### src/shared/adc_port_pkg.sv
// Shared constants and carrier types for the converter output port.
// Assumes a single sample clock of 10 MHz that also clocks all logic.
package adc_port_pkg;
  localparam int DATA_W = 12;
  localparam int MSB_POS = DATA_W - 1;
  localparam int PIPE_DEPTH = 6;
  localparam int SYNC_LEN = 3;
  localparam int CLK_PERIOD_NS = 100;
  // Reference recharge time after standby; depends on bypass capacitors
  localparam int RECOVER_TIME_NS = 10000;
  // Longest-time style figure rounds down, never below one cycle
  localparam int RECOVER_CYCLES_DEF = (RECOVER_TIME_NS / CLK_PERIOD_NS) < 1 ? 1 :
                                      (RECOVER_TIME_NS / CLK_PERIOD_NS);
  localparam int CNT_W = 16;

  typedef enum logic [1:0] {ST_STANDBY, ST_RECOVER, ST_RUN} mode_e;

  typedef struct packed {
    logic [SYNC_LEN-1:0] oe_n_sync;
    logic [SYNC_LEN-1:0] stby_sync;
    logic oe_n;
    logic stby;
  } pin_sync_s;

  typedef struct packed {
    logic [PIPE_DEPTH-1:0][DATA_W-1:0] word;
    logic [PIPE_DEPTH-1:0] valid;
  } pipe_s;

  typedef struct packed {
    pin_sync_s pins;
    mode_e mode;
    logic [CNT_W-1:0] recover_cnt;
  } port_state_s;
endpackage

### src/hdl/conv_pipe.sv
// Conversion pipeline: each sample clock outside flush pushes one word in and one out.
// Assumes the sample word arrives in two's complement from the core.
`timescale 1ns/1ps
`default_nettype none
module conv_pipe
  import adc_port_pkg::*;
(
  input wire logic mclk_i,
  input wire logic rst_n_i,
  input wire logic [DATA_W-1:0] sample_i,
  input wire logic accurate_i,
  input wire logic flush_i,
  output logic [DATA_W-1:0] word_o,
  output logic valid_o,
  output logic [PIPE_DEPTH-1:0] fill_o
);
  pipe_s st_ff;
  pipe_s nxt_st;

  // Shift one stage per clock outside standby; standby destroys every result in flight
  always_comb
  begin
    nxt_st = st_ff;
    if (flush_i)
    begin
      nxt_st.valid = '0;
    end
    else
    begin
      // Offset binary is two's complement with the sign bit flipped
      nxt_st.word[0] = {~sample_i[MSB_POS], sample_i[MSB_POS-1:0]};
      nxt_st.valid[0] = accurate_i;
      for (int i = 1; i < PIPE_DEPTH; i++)
      begin
        nxt_st.word[i] = st_ff.word[i-1];
        nxt_st.valid[i] = st_ff.valid[i-1];
      end
    end
  end

  always_ff @(posedge mclk_i or negedge rst_n_i)
  begin
    if (!rst_n_i)
      st_ff <= '0;
    else
      st_ff <= nxt_st;
  end

  assign word_o = st_ff.word[PIPE_DEPTH-1];
  assign valid_o = st_ff.valid[PIPE_DEPTH-1];
  assign fill_o = st_ff.valid;
endmodule
`default_nettype wire

### src/hdl/adc_output_port.sv
// Digital side of a pipelined 12-bit converter: pins, standby, output port.
// Assumes mclk_i is the sample clock; enable and standby pins are asynchronous.
// Assumes the sample core hands over one two's complement word per rising edge.
// Assumes a monitor outside flags a stopped or too slow clock on charge_lost_i.
// Operation
// - Stopped or too slow clock loses internal charge; accuracy degrades.
// - Output enable high floats all data pins.
// - Output enable low drives the data pins.
// - Conversion continues whatever the output enable level.
// - Standby request high holds low-power state without useful conversion.
// - Data pins are undefined during standby, not samples.
// - Entering standby corrupts every sample in the pipeline.
// - After standby, reference recharge interval precedes accurate conversions.
// - Valid offset-binary words appear while enable and standby are low.
`timescale 1ns/1ps
`default_nettype none
module adc_output_port
  import adc_port_pkg::*;
#(
  parameter int RECOVER_CYCLES = RECOVER_CYCLES_DEF
)
(
  input wire logic mclk_i,
  input wire logic rst_n_i,
  input wire logic oe_n_i,
  input wire logic standby_request_i,
  input wire logic [DATA_W-1:0] sample_i,
  input wire logic charge_lost_i,
  output logic [DATA_W-1:0] data_o,
  output logic data_oe_o,
  output logic data_valid_o,
  output logic accurate_o
);
  // Registered state, its next value and what the pipeline reports back
  port_state_s st_ff;
  port_state_s nxt_st;
  logic [DATA_W-1:0] pipe_word;
  logic pipe_valid;
  logic [PIPE_DEPTH-1:0] pipe_fill;
  logic run_now;
  logic flush;

  localparam logic [CNT_W-1:0] RECOVER_LAST = CNT_W'(RECOVER_CYCLES - 1);

  // Only samples taken in full operation are tagged accurate
  assign run_now = (st_ff.mode == ST_RUN);
  assign flush = (st_ff.mode == ST_STANDBY);

  // Next filtered level of a pin: it moves only when stages two and three agree.
  // Stage one may be metastable, so it is never read; a one-cycle glitch on the
  // pin is lost here, which costs one to two cycles of latency on every change.
  function automatic logic settle_pin(input logic [SYNC_LEN-1:0] sync,
                                      input logic cur);
    logic settled;
    settled = cur;
    if (sync[SYNC_LEN-2] == sync[SYNC_LEN-1])
      settled = sync[SYNC_LEN-1];
    return settled;
  endfunction

  // Pin filtering, then standby and recovery sequencing
  always_comb
  begin
    nxt_st = st_ff;
    nxt_st.pins.oe_n_sync = {st_ff.pins.oe_n_sync[SYNC_LEN-2:0], oe_n_i};
    nxt_st.pins.stby_sync = {st_ff.pins.stby_sync[SYNC_LEN-2:0], standby_request_i};
    // Both pins share one filter; the enable steers the pin drivers and gates the valid flag
    nxt_st.pins.oe_n = settle_pin(st_ff.pins.oe_n_sync, st_ff.pins.oe_n);
    nxt_st.pins.stby = settle_pin(st_ff.pins.stby_sync, st_ff.pins.stby);
    // Mode sequencing: standby, then recovery, then full operation
    unique case (st_ff.mode)
      ST_STANDBY:
      begin
        // Words in flight are already marked invalid; wait for the release
        if (!st_ff.pins.stby)
        begin
          nxt_st.mode = ST_RECOVER;
          nxt_st.recover_cnt = '0;
        end
      end
      ST_RECOVER:
      begin
        // Standby wins over lost charge, and lost charge over the count
        if (st_ff.pins.stby)
          nxt_st.mode = ST_STANDBY;
        else if (charge_lost_i)
          nxt_st.recover_cnt = '0;
        else if (st_ff.recover_cnt == RECOVER_LAST)
          nxt_st.mode = ST_RUN;
        else
          nxt_st.recover_cnt = st_ff.recover_cnt + CNT_W'(1);
      end
      ST_RUN:
      begin
        // Output enable is not looked at here: conversion never pauses for it
        if (st_ff.pins.stby)
          nxt_st.mode = ST_STANDBY;
        else if (charge_lost_i)
        begin
          // A stalled or slow clock drains the hold charge, so recharge again
          nxt_st.mode = ST_RECOVER;
          nxt_st.recover_cnt = '0;
        end
      end
    endcase
  end

  // Reset lands in recovery since reference charge is unknown at power-up
  always_ff @(posedge mclk_i or negedge rst_n_i)
  begin
    if (!rst_n_i)
    begin
      st_ff <= '0;
      st_ff.pins.oe_n_sync <= '1;
      st_ff.pins.oe_n <= 1'b1;
      st_ff.mode <= ST_RECOVER;
    end
    else
      st_ff <= nxt_st;
  end

  // Samples enter every edge outside standby whatever the enable does; only samples taken in
  // full operation carry a valid tag down the pipeline
  conv_pipe u_pipe (
    .mclk_i(mclk_i),
    .rst_n_i(rst_n_i),
    .sample_i(sample_i),
    .accurate_i(run_now),
    .flush_i(flush),
    .word_o(pipe_word),
    .valid_o(pipe_valid),
    .fill_o(pipe_fill)
  );

  // Pin drive follows the filtered enable; data comes from the pipeline register.
  // In standby the last words stay on the pins but are stale: the valid flag is the
  // only thing the capture side may trust, and it drops as soon as the filtered
  // standby level rises, one edge before the mode register follows it.
  assign data_o = pipe_word;
  assign data_oe_o = !st_ff.pins.oe_n;
  assign data_valid_o = pipe_valid && !flush && !st_ff.pins.stby
    && !st_ff.pins.oe_n;
  assign accurate_o = run_now;
endmodule
`default_nettype wire

### config.mk
export PLATFORM = sky130hd
export DESIGN_NAME = adc_output_port
export DESIGN_NICKNAME = d
export VERILOG_FILES = /design/src/shared/adc_port_pkg.sv /design/src/hdl/conv_pipe.sv /design/src/hdl/adc_output_port.sv
export SDC_FILE = /design/constraint.sdc
export NUM_CORES = 1
export LEC_CHECK = 0
export ABC_AREA = 1
export CAP_MARGIN = 15
export CORE_MARGIN = 3
export CORE_UTILIZATION = 55
export CTS_CLUSTER_DIAMETER = 150
export DETAILED_ROUTE_END_ITERATION = 7
export DONT_BUFFER_PORTS = 1
export GPL_ROUTABILITY_DRIVEN = 0
export PLACE_DENSITY = 0.74
export SYNTH_ARGS = -nofsm -noshare
export SYNTH_HDL_FRONTEND = slang
export SYNTH_SLANG_ARGS = --single-unit
export TNS_END_PERCENT = 5
### constraint.sdc
create_clock -name mclk_i -period 1.9 [get_ports mclk_i]
set_clock_uncertainty 0.1 [all_clocks]
set_input_delay 0.38 -clock mclk_i [delete_from_list [all_inputs] [get_ports mclk_i]]
set_output_delay 0.38 -clock mclk_i [all_outputs]
set_load 0.01 [all_outputs]
### After elaboration in Yosys (flattened, before gate mapping)

Index checks and enable logic that the tools add are counted.

* $add $sub $neg: 1
* multipliers: 0
* div/mod/pow operators: 0
* order comparisons: 0
* equal/unequal tests: 13
* shifts and indexed selects: 0
* mux-type cells: 12
* bitwise gates (word level): 1
* reduce and logical (&&, ||, !) cells: 9

Operators by type and width (number)
* two-way mux 16 bit: 4
* one-hot mux 18 bit (3 select lines): 1
* two-way mux 18 bit: 2
* adder 16 x 1 -> 16 bit (second input constant): 1
* equality test 16 x 7 -> 1 bit (second input constant): 1
* != test 3 bit (second input constant): 4
* two-way mux 2 bit: 4
* != test 2 bit (second input constant): 4
* two-way mux 6 bit: 1
* AND reduction 5 bit: 1
* AND reduction 4 bit: 1
* logical AND 1 bit: 3
* zero test 1 bit: 3
* equality test 1 bit: 2
* equality test 2 x 1 -> 1 bit (second input constant): 1
* equality test 2 bit (second input constant): 1
* zero test 2 bit: 1
* NOT 1 bit: 1

* flip-flop bits (word level): 104
* latch bits: 0
* memory bits (writable): 0
* memory bits (read-only): 0
* bits of input ports: 17
* output and inout bits: 15
* word-level logic and storage cells: 49
* memories: 0

### Longest topological paths before layout

Gate-level depths: netlist of run 1.

* depth after elaboration: 5
* mapped depth: 10
* mapped depth without buffers: 10

### Modules after synthesis

From an unflattened synthesis of run 1, not the netlist that was laid out.

* cells, all modules: 560
* area, all modules: 4667.0 sq um

Modules (own cells, without submodules)
* conv_pipe: instances 1, cells each 340, area each 3059.2 sq um, seq. area each 1951.9 sq um
* adc_output_port: instances 1, cells each 220, area each 1607.8 sq um, seq. area each 656.9 sq um

### Worst setup path after synthesis of run 1

No wires, ideal clock.

* path kind: reg-to-output
* start point: register st_ff[16] in the netlist's numbering
* end point: output port data_valid_o
* arrival time: 1.436 ns
* data required time: 1.420 ns
* setup slack: -0.016 ns
* cell stages (with the launch flop): 6
* cells stage by stage: dfstp_2 -> inv_1 -> ha_1 -> buf_6 -> clkbuf_1 -> nor3_1

* word-level cells in the longest chain between the ends: 5

RTL lines
* start: declaration: RTL line adc_output_port.sv:35 `port_state_s st_ff;`
* start signal: assignment: RTL line adc_output_port.sv:119 `st_ff <= nxt_st;`
* zero test 2 bit: RTL line adc_output_port.sv:47 `assign flush = (st_ff.mode == ST_STANDBY);`
* zero test 1 bit: RTL line adc_output_port.sv:141 `assign data_valid_o = pipe_valid && !flush && !st_ff.pins.stby`
* logical AND 1 bit (2 in a row): RTL line adc_output_port.sv:141
* logical AND 1 bit: RTL line adc_output_port.sv:142 `&& !st_ff.pins.oe_n;`
* end: declaration: RTL line adc_output_port.sv:31 `output logic data_valid_o,`

Every way passes these cells.

### Worst setup path after layout of run 1

* start point: register st_ff[17] in the netlist's numbering
* end point: register u_pipe.st_ff[6] in the netlist's numbering

* word-level cells in the longest chain between the ends: 1

RTL lines
* zero test 2 bit: RTL line adc_output_port.sv:47
* end signal: assignment: RTL line conv_pipe.sv:46 `st_ff <= nxt_st;`
* end: declaration: RTL line conv_pipe.sv:17 `pipe_s st_ff;`

Every way passes these cells.
A chain may end at the register's enable or synchronous reset.

==> results.yml, run 1 <==
timing:
  fmaxAchievable_ghz: 0.549
  tightestPinTransition_ps: 504
  setup_tns_ps: 0
  final_min_period_over_clock_period_pct: 95.9
  finalHoldWorstSlack_ps: -406
  shortest_clock_period_the_worst_path_allows_after_layout_ps: 1820
  timing_hold_violations_final: 104
  maxSlewViolCount: 0
  final.setup.worst_slack_ps: 77.6
  setup_viols_final: 0
  normalized_max_slew_margin_pct: 66.4
route:
  drt_iter0_markers: 121
  wl_per_cell_um: 12.7
  drt_pass1_iterations: 4
  vias_cell: 5.00
  routed_wirelength_um: 7580
  route.antenna.remaining_nets: 0
  remaining_drc_errors: 0
  route.vias.total: 2989
synthesis:
  mapped_nets: 521
  total_of_warnings_raised_by_yosys: 0
  synthDistinctLibCells: 30
  synth_area_leaders: "sky130_fd_sc_hd__dfrtp_1, sky130_fd_sc_hd__nand2_1, sky130_fd_sc_hd__nor2_1"
  synth-seq-area-share_pct: 58.2
  yosys-top-cells-count: "sky130_fd_sc_hd__nand2_1, sky130_fd_sc_hd__dfrtp_1, sky130_fd_sc_hd__nor2_1"
  syn_inst: 499
  async_reset_ff_share_pct: 100
  synthDominantAreaCellType: "sky130_fd_sc_hd__dfrtp_1"
  flop_and_latch_count_out_of_synthesis: 104
  postSynth.topFlopCell: "sky130_fd_sc_hd__dfrtp_1"
  netlist.area_leader.share_pct: 55.3
  number_of_flops_mapped_to_enable_cells_by_yosys: 0
  synth.avg_cell_area_um2: 8.98
  post_synth_instance_area_um2: 4480
  synthMostInstantiatedCell: "sky130_fd_sc_hd__nand2_1"
pwr:
  net-switching-power_uw: 2740
  worst_ir_drop_vdd_mv: 0.882
  comb_power_share_pct: 34.1
  power.internal_uw: 4560
  power_density_normalized_to_cell_area_nw_per_um2: 1520
  part_of_the_total_power_dissipated_in_sequential_elements_pct: 48.0
  switching_share_pct: 37.6
  report.power.total_uw: 7300
  power.clock.fraction_pct: 17.9
  power.leakage_uw: 0.00225
final_layout:
  final_layout_size_suffix_gt1_share_pct: 11.3
  antenna_cells: 0
  filler_cell_count: 669
  syn_to_final_growth_pct: 6.87
  area_of_the_multi_input_gates_um2: 1530
  seqCellArea_um2: 2610
  final_design_area_no_fill_um2: 4790
  nets: 513
clock_tree:
  clock_tree_from_tritoncts: "yes"
  cts_made_buffers: 9
  number_of_buffers_between_clock_root_and_the_deepest_sink: 2
  htree_levels: 3
  sink_count_of_the_clock_tree: 104
  register_clock_pin_slew_on_the_reported_worst_setup_and_hold_paths_ps: 110
  ctsRootBufferMaster: "sky130_fd_sc_hd__clkbuf_8"
  insertion_delay_ps: 360
  ctsHoldBuffers: 2
setup_path:
  critical_path_arrival_ps: 1970
  worst-setup-path-type: "flop to flop"
  critical_path_peak_fanout: 139
  worst-endpoint-required_ps: 2050
  start_kind: "flop"
  timing.critical_path.to_type: "flop"
placed_design:
  placement.setup.worst_slack_ps: 25.3
  hpwlAfterDp_um: 4890
  port_buffers: 0
  placed_cell_area_um2: 4480
die:
  dieHeight_um: 96.3
  core_area_um2: 7810
  initial_utilization_pct: 57.4
  dieWidth_um: 96.3
  placement_rows: 32
  boundaryPins: 32
  die_area_um2: 9270
global_route:
  global_route_wire_length_before_repair_um: 12600
  grt_use_total_pct: 17.6
  gr-total-overflow: 0
  grt_start_max_net_pins: 140
  antenna_found_initial: 0
  grt_pass1_vias: 2847
run_status:
  violations_in_the_final_reports: "hold timing"
  status: "finished, violations left"
hold_path:
  timing.hold.worst.class: "input pin to async pin"
run:
  drv.max_cap_violation_count: 0
worst max-delay path, stage by stage, from the launching register on:
cell and delay, ps:
sky130_fd_sc_hd__dfrtp_1 440, sky130_fd_sc_hd__inv_2 110, sky130_fd_sc_hd__ha_4 190, sky130_fd_sc_hd__buf_12 390
sky130_fd_sc_hd__mux2_2 390
registers in the layout, indices dropped and copies added, names as in the netlist:
signal         cells
u_pipe.st_ff      60
st_ff             22
u_pipe.word_o     12
u_pipe.fill_o      6
nxt_st             4
cells by family after synthesis:
logic type      count (synthesis)  share of synthesized area, %
buf+inv                        91                          9.13
compound gates                 86                          9.91
fa+ha+maj                       7                          1.84
mux                             5                          1.26
xor+xnor                        2                         0.391
simple gates                  204                          19.2
flops                         104                          58.2
per-layer routing:
metal / vias to the layer above / routed length [um] / GRT usage, %
met5: - / 0 / 0
met4: 0 / 119 / 7.70
met3: 10 / 371 / 3.28
met2: 71 / 3360 / 27.1
met1: 1366 / 3730 / 24.2
li1: 1542 / - / -
power groups by stage:
stage	Sequential [uW]	Combinational [uW]	Clock, uW
detailed placement	3560	2290	0
global route	3620	2890	1440
floorplan	3380	2180	0
CTS	3510	2330	1340
global placement	3530	2160	0
finish	3500	2490	1310
worst paths after layout:
kind,from,to,slack [ps],depth (start not counted)
worst max-delay path,st_ff[17],u_pipe.st_ff[6],80,4
worst min register to register,nxt_st[24],nxt_st[25],260,0
max in group asynchronous,rst_n_i,st_ff[16],1880,0
min in group mclk_i,sample_i[11],u_pipe.st_ff[17],30,1
worst max register to register,st_ff[17],u_pipe.st_ff[6],80,4
worst min-delay path,rst_n_i,u_pipe.st_ff[46],-410,0
final cells by class:
class	instances	area share [%]
clock buffers	11	2.95
clock inverters	5	0.941
inverters	62	4.91
multi-input cells	305	32.0
flip-flops and latches	104	54.5
well taps	102	2.67
repair buffers	9	2.04
cell usage in the layout, fill, tap and decap left out, types with 3 or more instances in the layout:
| cell | count |
|---|---|
| sky130_fd_sc_hd__a21oi_1 | 34 |
| sky130_fd_sc_hd__buf_4 | 5 |
| sky130_fd_sc_hd__clkbuf_8 | 10 |
| sky130_fd_sc_hd__dfrtp_1 | 99 |
| sky130_fd_sc_hd__dfstp_2 | 5 |
| sky130_fd_sc_hd__ha_1 | 3 |
| sky130_fd_sc_hd__inv_1 | 54 |
| sky130_fd_sc_hd__inv_2 | 6 |
| sky130_fd_sc_hd__mux2_2 | 5 |
| sky130_fd_sc_hd__nand2_1 | 101 |
| sky130_fd_sc_hd__nand3_1 | 25 |
| sky130_fd_sc_hd__nor2_1 | 61 |
| sky130_fd_sc_hd__nor2_4 | 4 |
| sky130_fd_sc_hd__nor3_1 | 3 |
| sky130_fd_sc_hd__o21ai_0 | 39 |
| sky130_fd_sc_hd__o21ai_1 | 7 |
| sky130_fd_sc_hd__o21bai_1 | 3 |
stage by stage:
step                      util (%)  instances
after global placement        57.4        575
after floorplan                  -        499
after detailed placement      57.4        575
final                         61.3        598
after global routing          61.3        598
after CTS                     60.3        594
timing repair:
action	in CTS	in global routing
endpoints found under the setup margin	4	23
buffers inserted	1	3
pin swaps	2	2
gates resized for setup	1	13
cloned	0	1
endpoints found under the hold margin	106	104
Note: power is estimated with default switching activity, not from simulation.
==> run 2: changes to the inputs <==
REMOVE_ABC_BUFFERS = 1   (was default)
==> run 2 against run 1 <==
Net effect:
- via count is 1.5% higher
- total power is 0.27% higher
- register-to-register slack got worse by 40 ps
- combinational power about the same
- the flow still finishes with violations (hold timing)
==> results.yml, run 2 (synthesis gave the netlist of run 1 again) <==
run_status:
  status: "finished, violations left"
  violations_in_the_final_reports: "hold timing"
global_route:
  global_route_wire_length_before_repair_um: 12100
  grt_pass1_vias: 2719
  grt_start_max_net_pins: 105
  grt_use_total_pct: 16.8
  antenna_found_initial: 0
  gr-total-overflow: 0
run:
  drv.max_cap_violation_count: 0
route:
  vias_cell: 5.06
  drt_iter0_markers: 186
  remaining_drc_errors: 0
  wl_per_cell_um: 12.3
  drt_pass1_iterations: 4
  route.vias.total: 3035
  route.antenna.remaining_nets: 0
  routed_wirelength_um: 7380
final_layout:
  filler_cell_count: 666
  final_cell_mix: "sky130_fd_sc_hd__nand2_1, sky130_fd_sc_hd__dfrtp_1, sky130_fd_sc_hd__nor2_1"
  syn_to_final_growth_pct: 7.23
  final_layout_size_suffix_gt1_share_pct: 11.0
  largest_register: "u_pipe.st_ff"
  antenna_cells: 0
  flip_flop_count_of_the_largest_register_all_copies_and_words_added: 60
  seqCellArea_um2: 2610
  mostFrequentLayoutCell: "sky130_fd_sc_hd__nand2_1"
  area_of_the_multi_input_gates_um2: 1530
  nets: 515
setup_path:
  worstRegToRegCells: 11
  slowest_stage: "sky130_fd_sc_hd__dfrtp_1"
  worst-endpoint-required_ps: 2060
  setup.reg_to_reg.worst_slack_ps: 40
  critical_r2r_capture: "st_ff[9]"
  critical_path_peak_fanout: 8
  critical_path_arrival_ps: 2020
  start_kind: "flop"
  worst_r2r_startpoint: "st_ff[17]"
  timing.critical_path.to_type: "flop"
  cpLargestDelayFamily: "buffers and inverters"
  cpPeakStageDelay_ps: 430
  wp_depth: 11
  worst-setup-path-type: "flop to flop"
  cp.buffers_inverters: 5
  worstPathCellList: "inv_1, ha_1, inv_2, a21oi_2, nor2_4, buf_12, buf_4, nand3_1, nand2_1, nand2_1, inv_1"
die:
  die_area_um2: 9270
  initial_utilization_pct: 57.4
  core_area_um2: 7810
  boundaryPins: 32
  dieWidth_um: 96.3
  dieHeight_um: 96.3
  placement_rows: 32
pwr:
  power.leakage_uw: 0.00226
  report.power.total_uw: 7320
  worst_ir_drop_vdd_mv: 0.936
  power_density_normalized_to_cell_area_nw_per_um2: 1520
placed_design:
  port_buffers: 0
  hpwlAfterDp_um: 4770
timing:
  finalHoldWorstSlack_ps: -392
  final_min_period_over_clock_period_pct: 98.1
  tightestPinTransition_ps: 316
  normalized_max_slew_margin_pct: 78.7
  setup_viols_final: 0
  maxSlewViolCount: 0
  shortest_clock_period_the_worst_path_allows_after_layout_ps: 1860
  grt_setup_unrepaired: "yes"
  fmaxAchievable_ghz: 0.537
  timing_hold_violations_final: 104
  setup_tns_ps: 0
clock_tree:
  ctsHoldBuffers: 2
  insertion_delay_ps: 350
  clock_tree_from_tritoncts: "yes"
  htree_levels: 3
  register_clock_pin_slew_on_the_reported_worst_setup_and_hold_paths_ps: 100
  number_of_buffers_between_clock_root_and_the_deepest_sink: 2
  cts_made_buffers: 9
  sink_count_of_the_clock_tree: 104
  ctsRootBufferMaster: "sky130_fd_sc_hd__clkbuf_8"
hold_path:
  timing.hold.worst.class: "input pin to async pin"
[run 2: changes by cell type in the layout (fill, tap and decap cells not counted), sizes merged]
cell and delta:
inv -1, buf +2, clkinv +3, clkbuf -2
[run 2: through the flow]
step           hold slack (ps)  area [um2]  utilization (%)  std cells  setup WS [ps]
3_5_place_dp             -13.3        4510             57.8        579           3.22
6_report                  -392        4800             61.5        600           36.8
3_3_place_gp             -13.0        4510             57.8        579            124
4_1_cts                   -413        4730             60.6        597          -17.6
5_1_grt                   -430        4800             61.5        600          -45.9
2_1_floorplan            -15.6        4300                -        470          -1980
[run 2: worst reg2reg max path, delay by kind of cell, from the launching register on]
kind	cells	cell delay, ps
AO/OA/AOI/OAI	1	240
buffers and inverters	5	540
AND/OR/NAND/NOR	4	240
flip-flops	1	430
adder cells (fa/ha/maj)	1	210
[run 2: what timing repair did]
action	4_1_cts	5_1_grt
endpoints found under the setup margin	8	37
pin swaps	2	2
gates resized for setup	2	10
cloned	0	1
buffers inserted	0	2
endpoints found under the hold margin	106	104
[run 2: final cells by class]
class	instances	share of cell area (%)
Timing Repair Buffer	11	2.42
Clock inverter	7	1.35
Sequential cell	104	54.3
Inverter	62	4.84
Multi-Input combinational cell	305	31.8
Tap cell	102	2.66
Clock buffer	9	2.58
[run 2: worst max path at each step]
stage	from	end
2_1_floorplan	st_ff[17]	st_ff[17]
3_3_place_gp	st_ff[16]	st_ff[13]
3_5_place_dp	st_ff[16]	st_ff[14]
4_1_cts	st_ff[16]	st_ff[14]
5_1_grt	st_ff[16]	st_ff[9]
6_report	st_ff[17]	st_ff[9]
[run 2: routing by layer]
layer	GRT usage, %	share of wire, %	routed length (um)
met1	22.3	46	3400
met2	27.6	47	3440
met3	3.52	5.9	433
met4	5.33	1.4	103
met5	0	0	0
[run 2: report_power, final]
group / total [uW] / switching (uW) / internal [uW]
clock: 1290 / 786 / 504
combinational: 2510 / 1520 / 991
sequential: 3520 / 427 / 3090
total: 7320 / 2730 / 4580
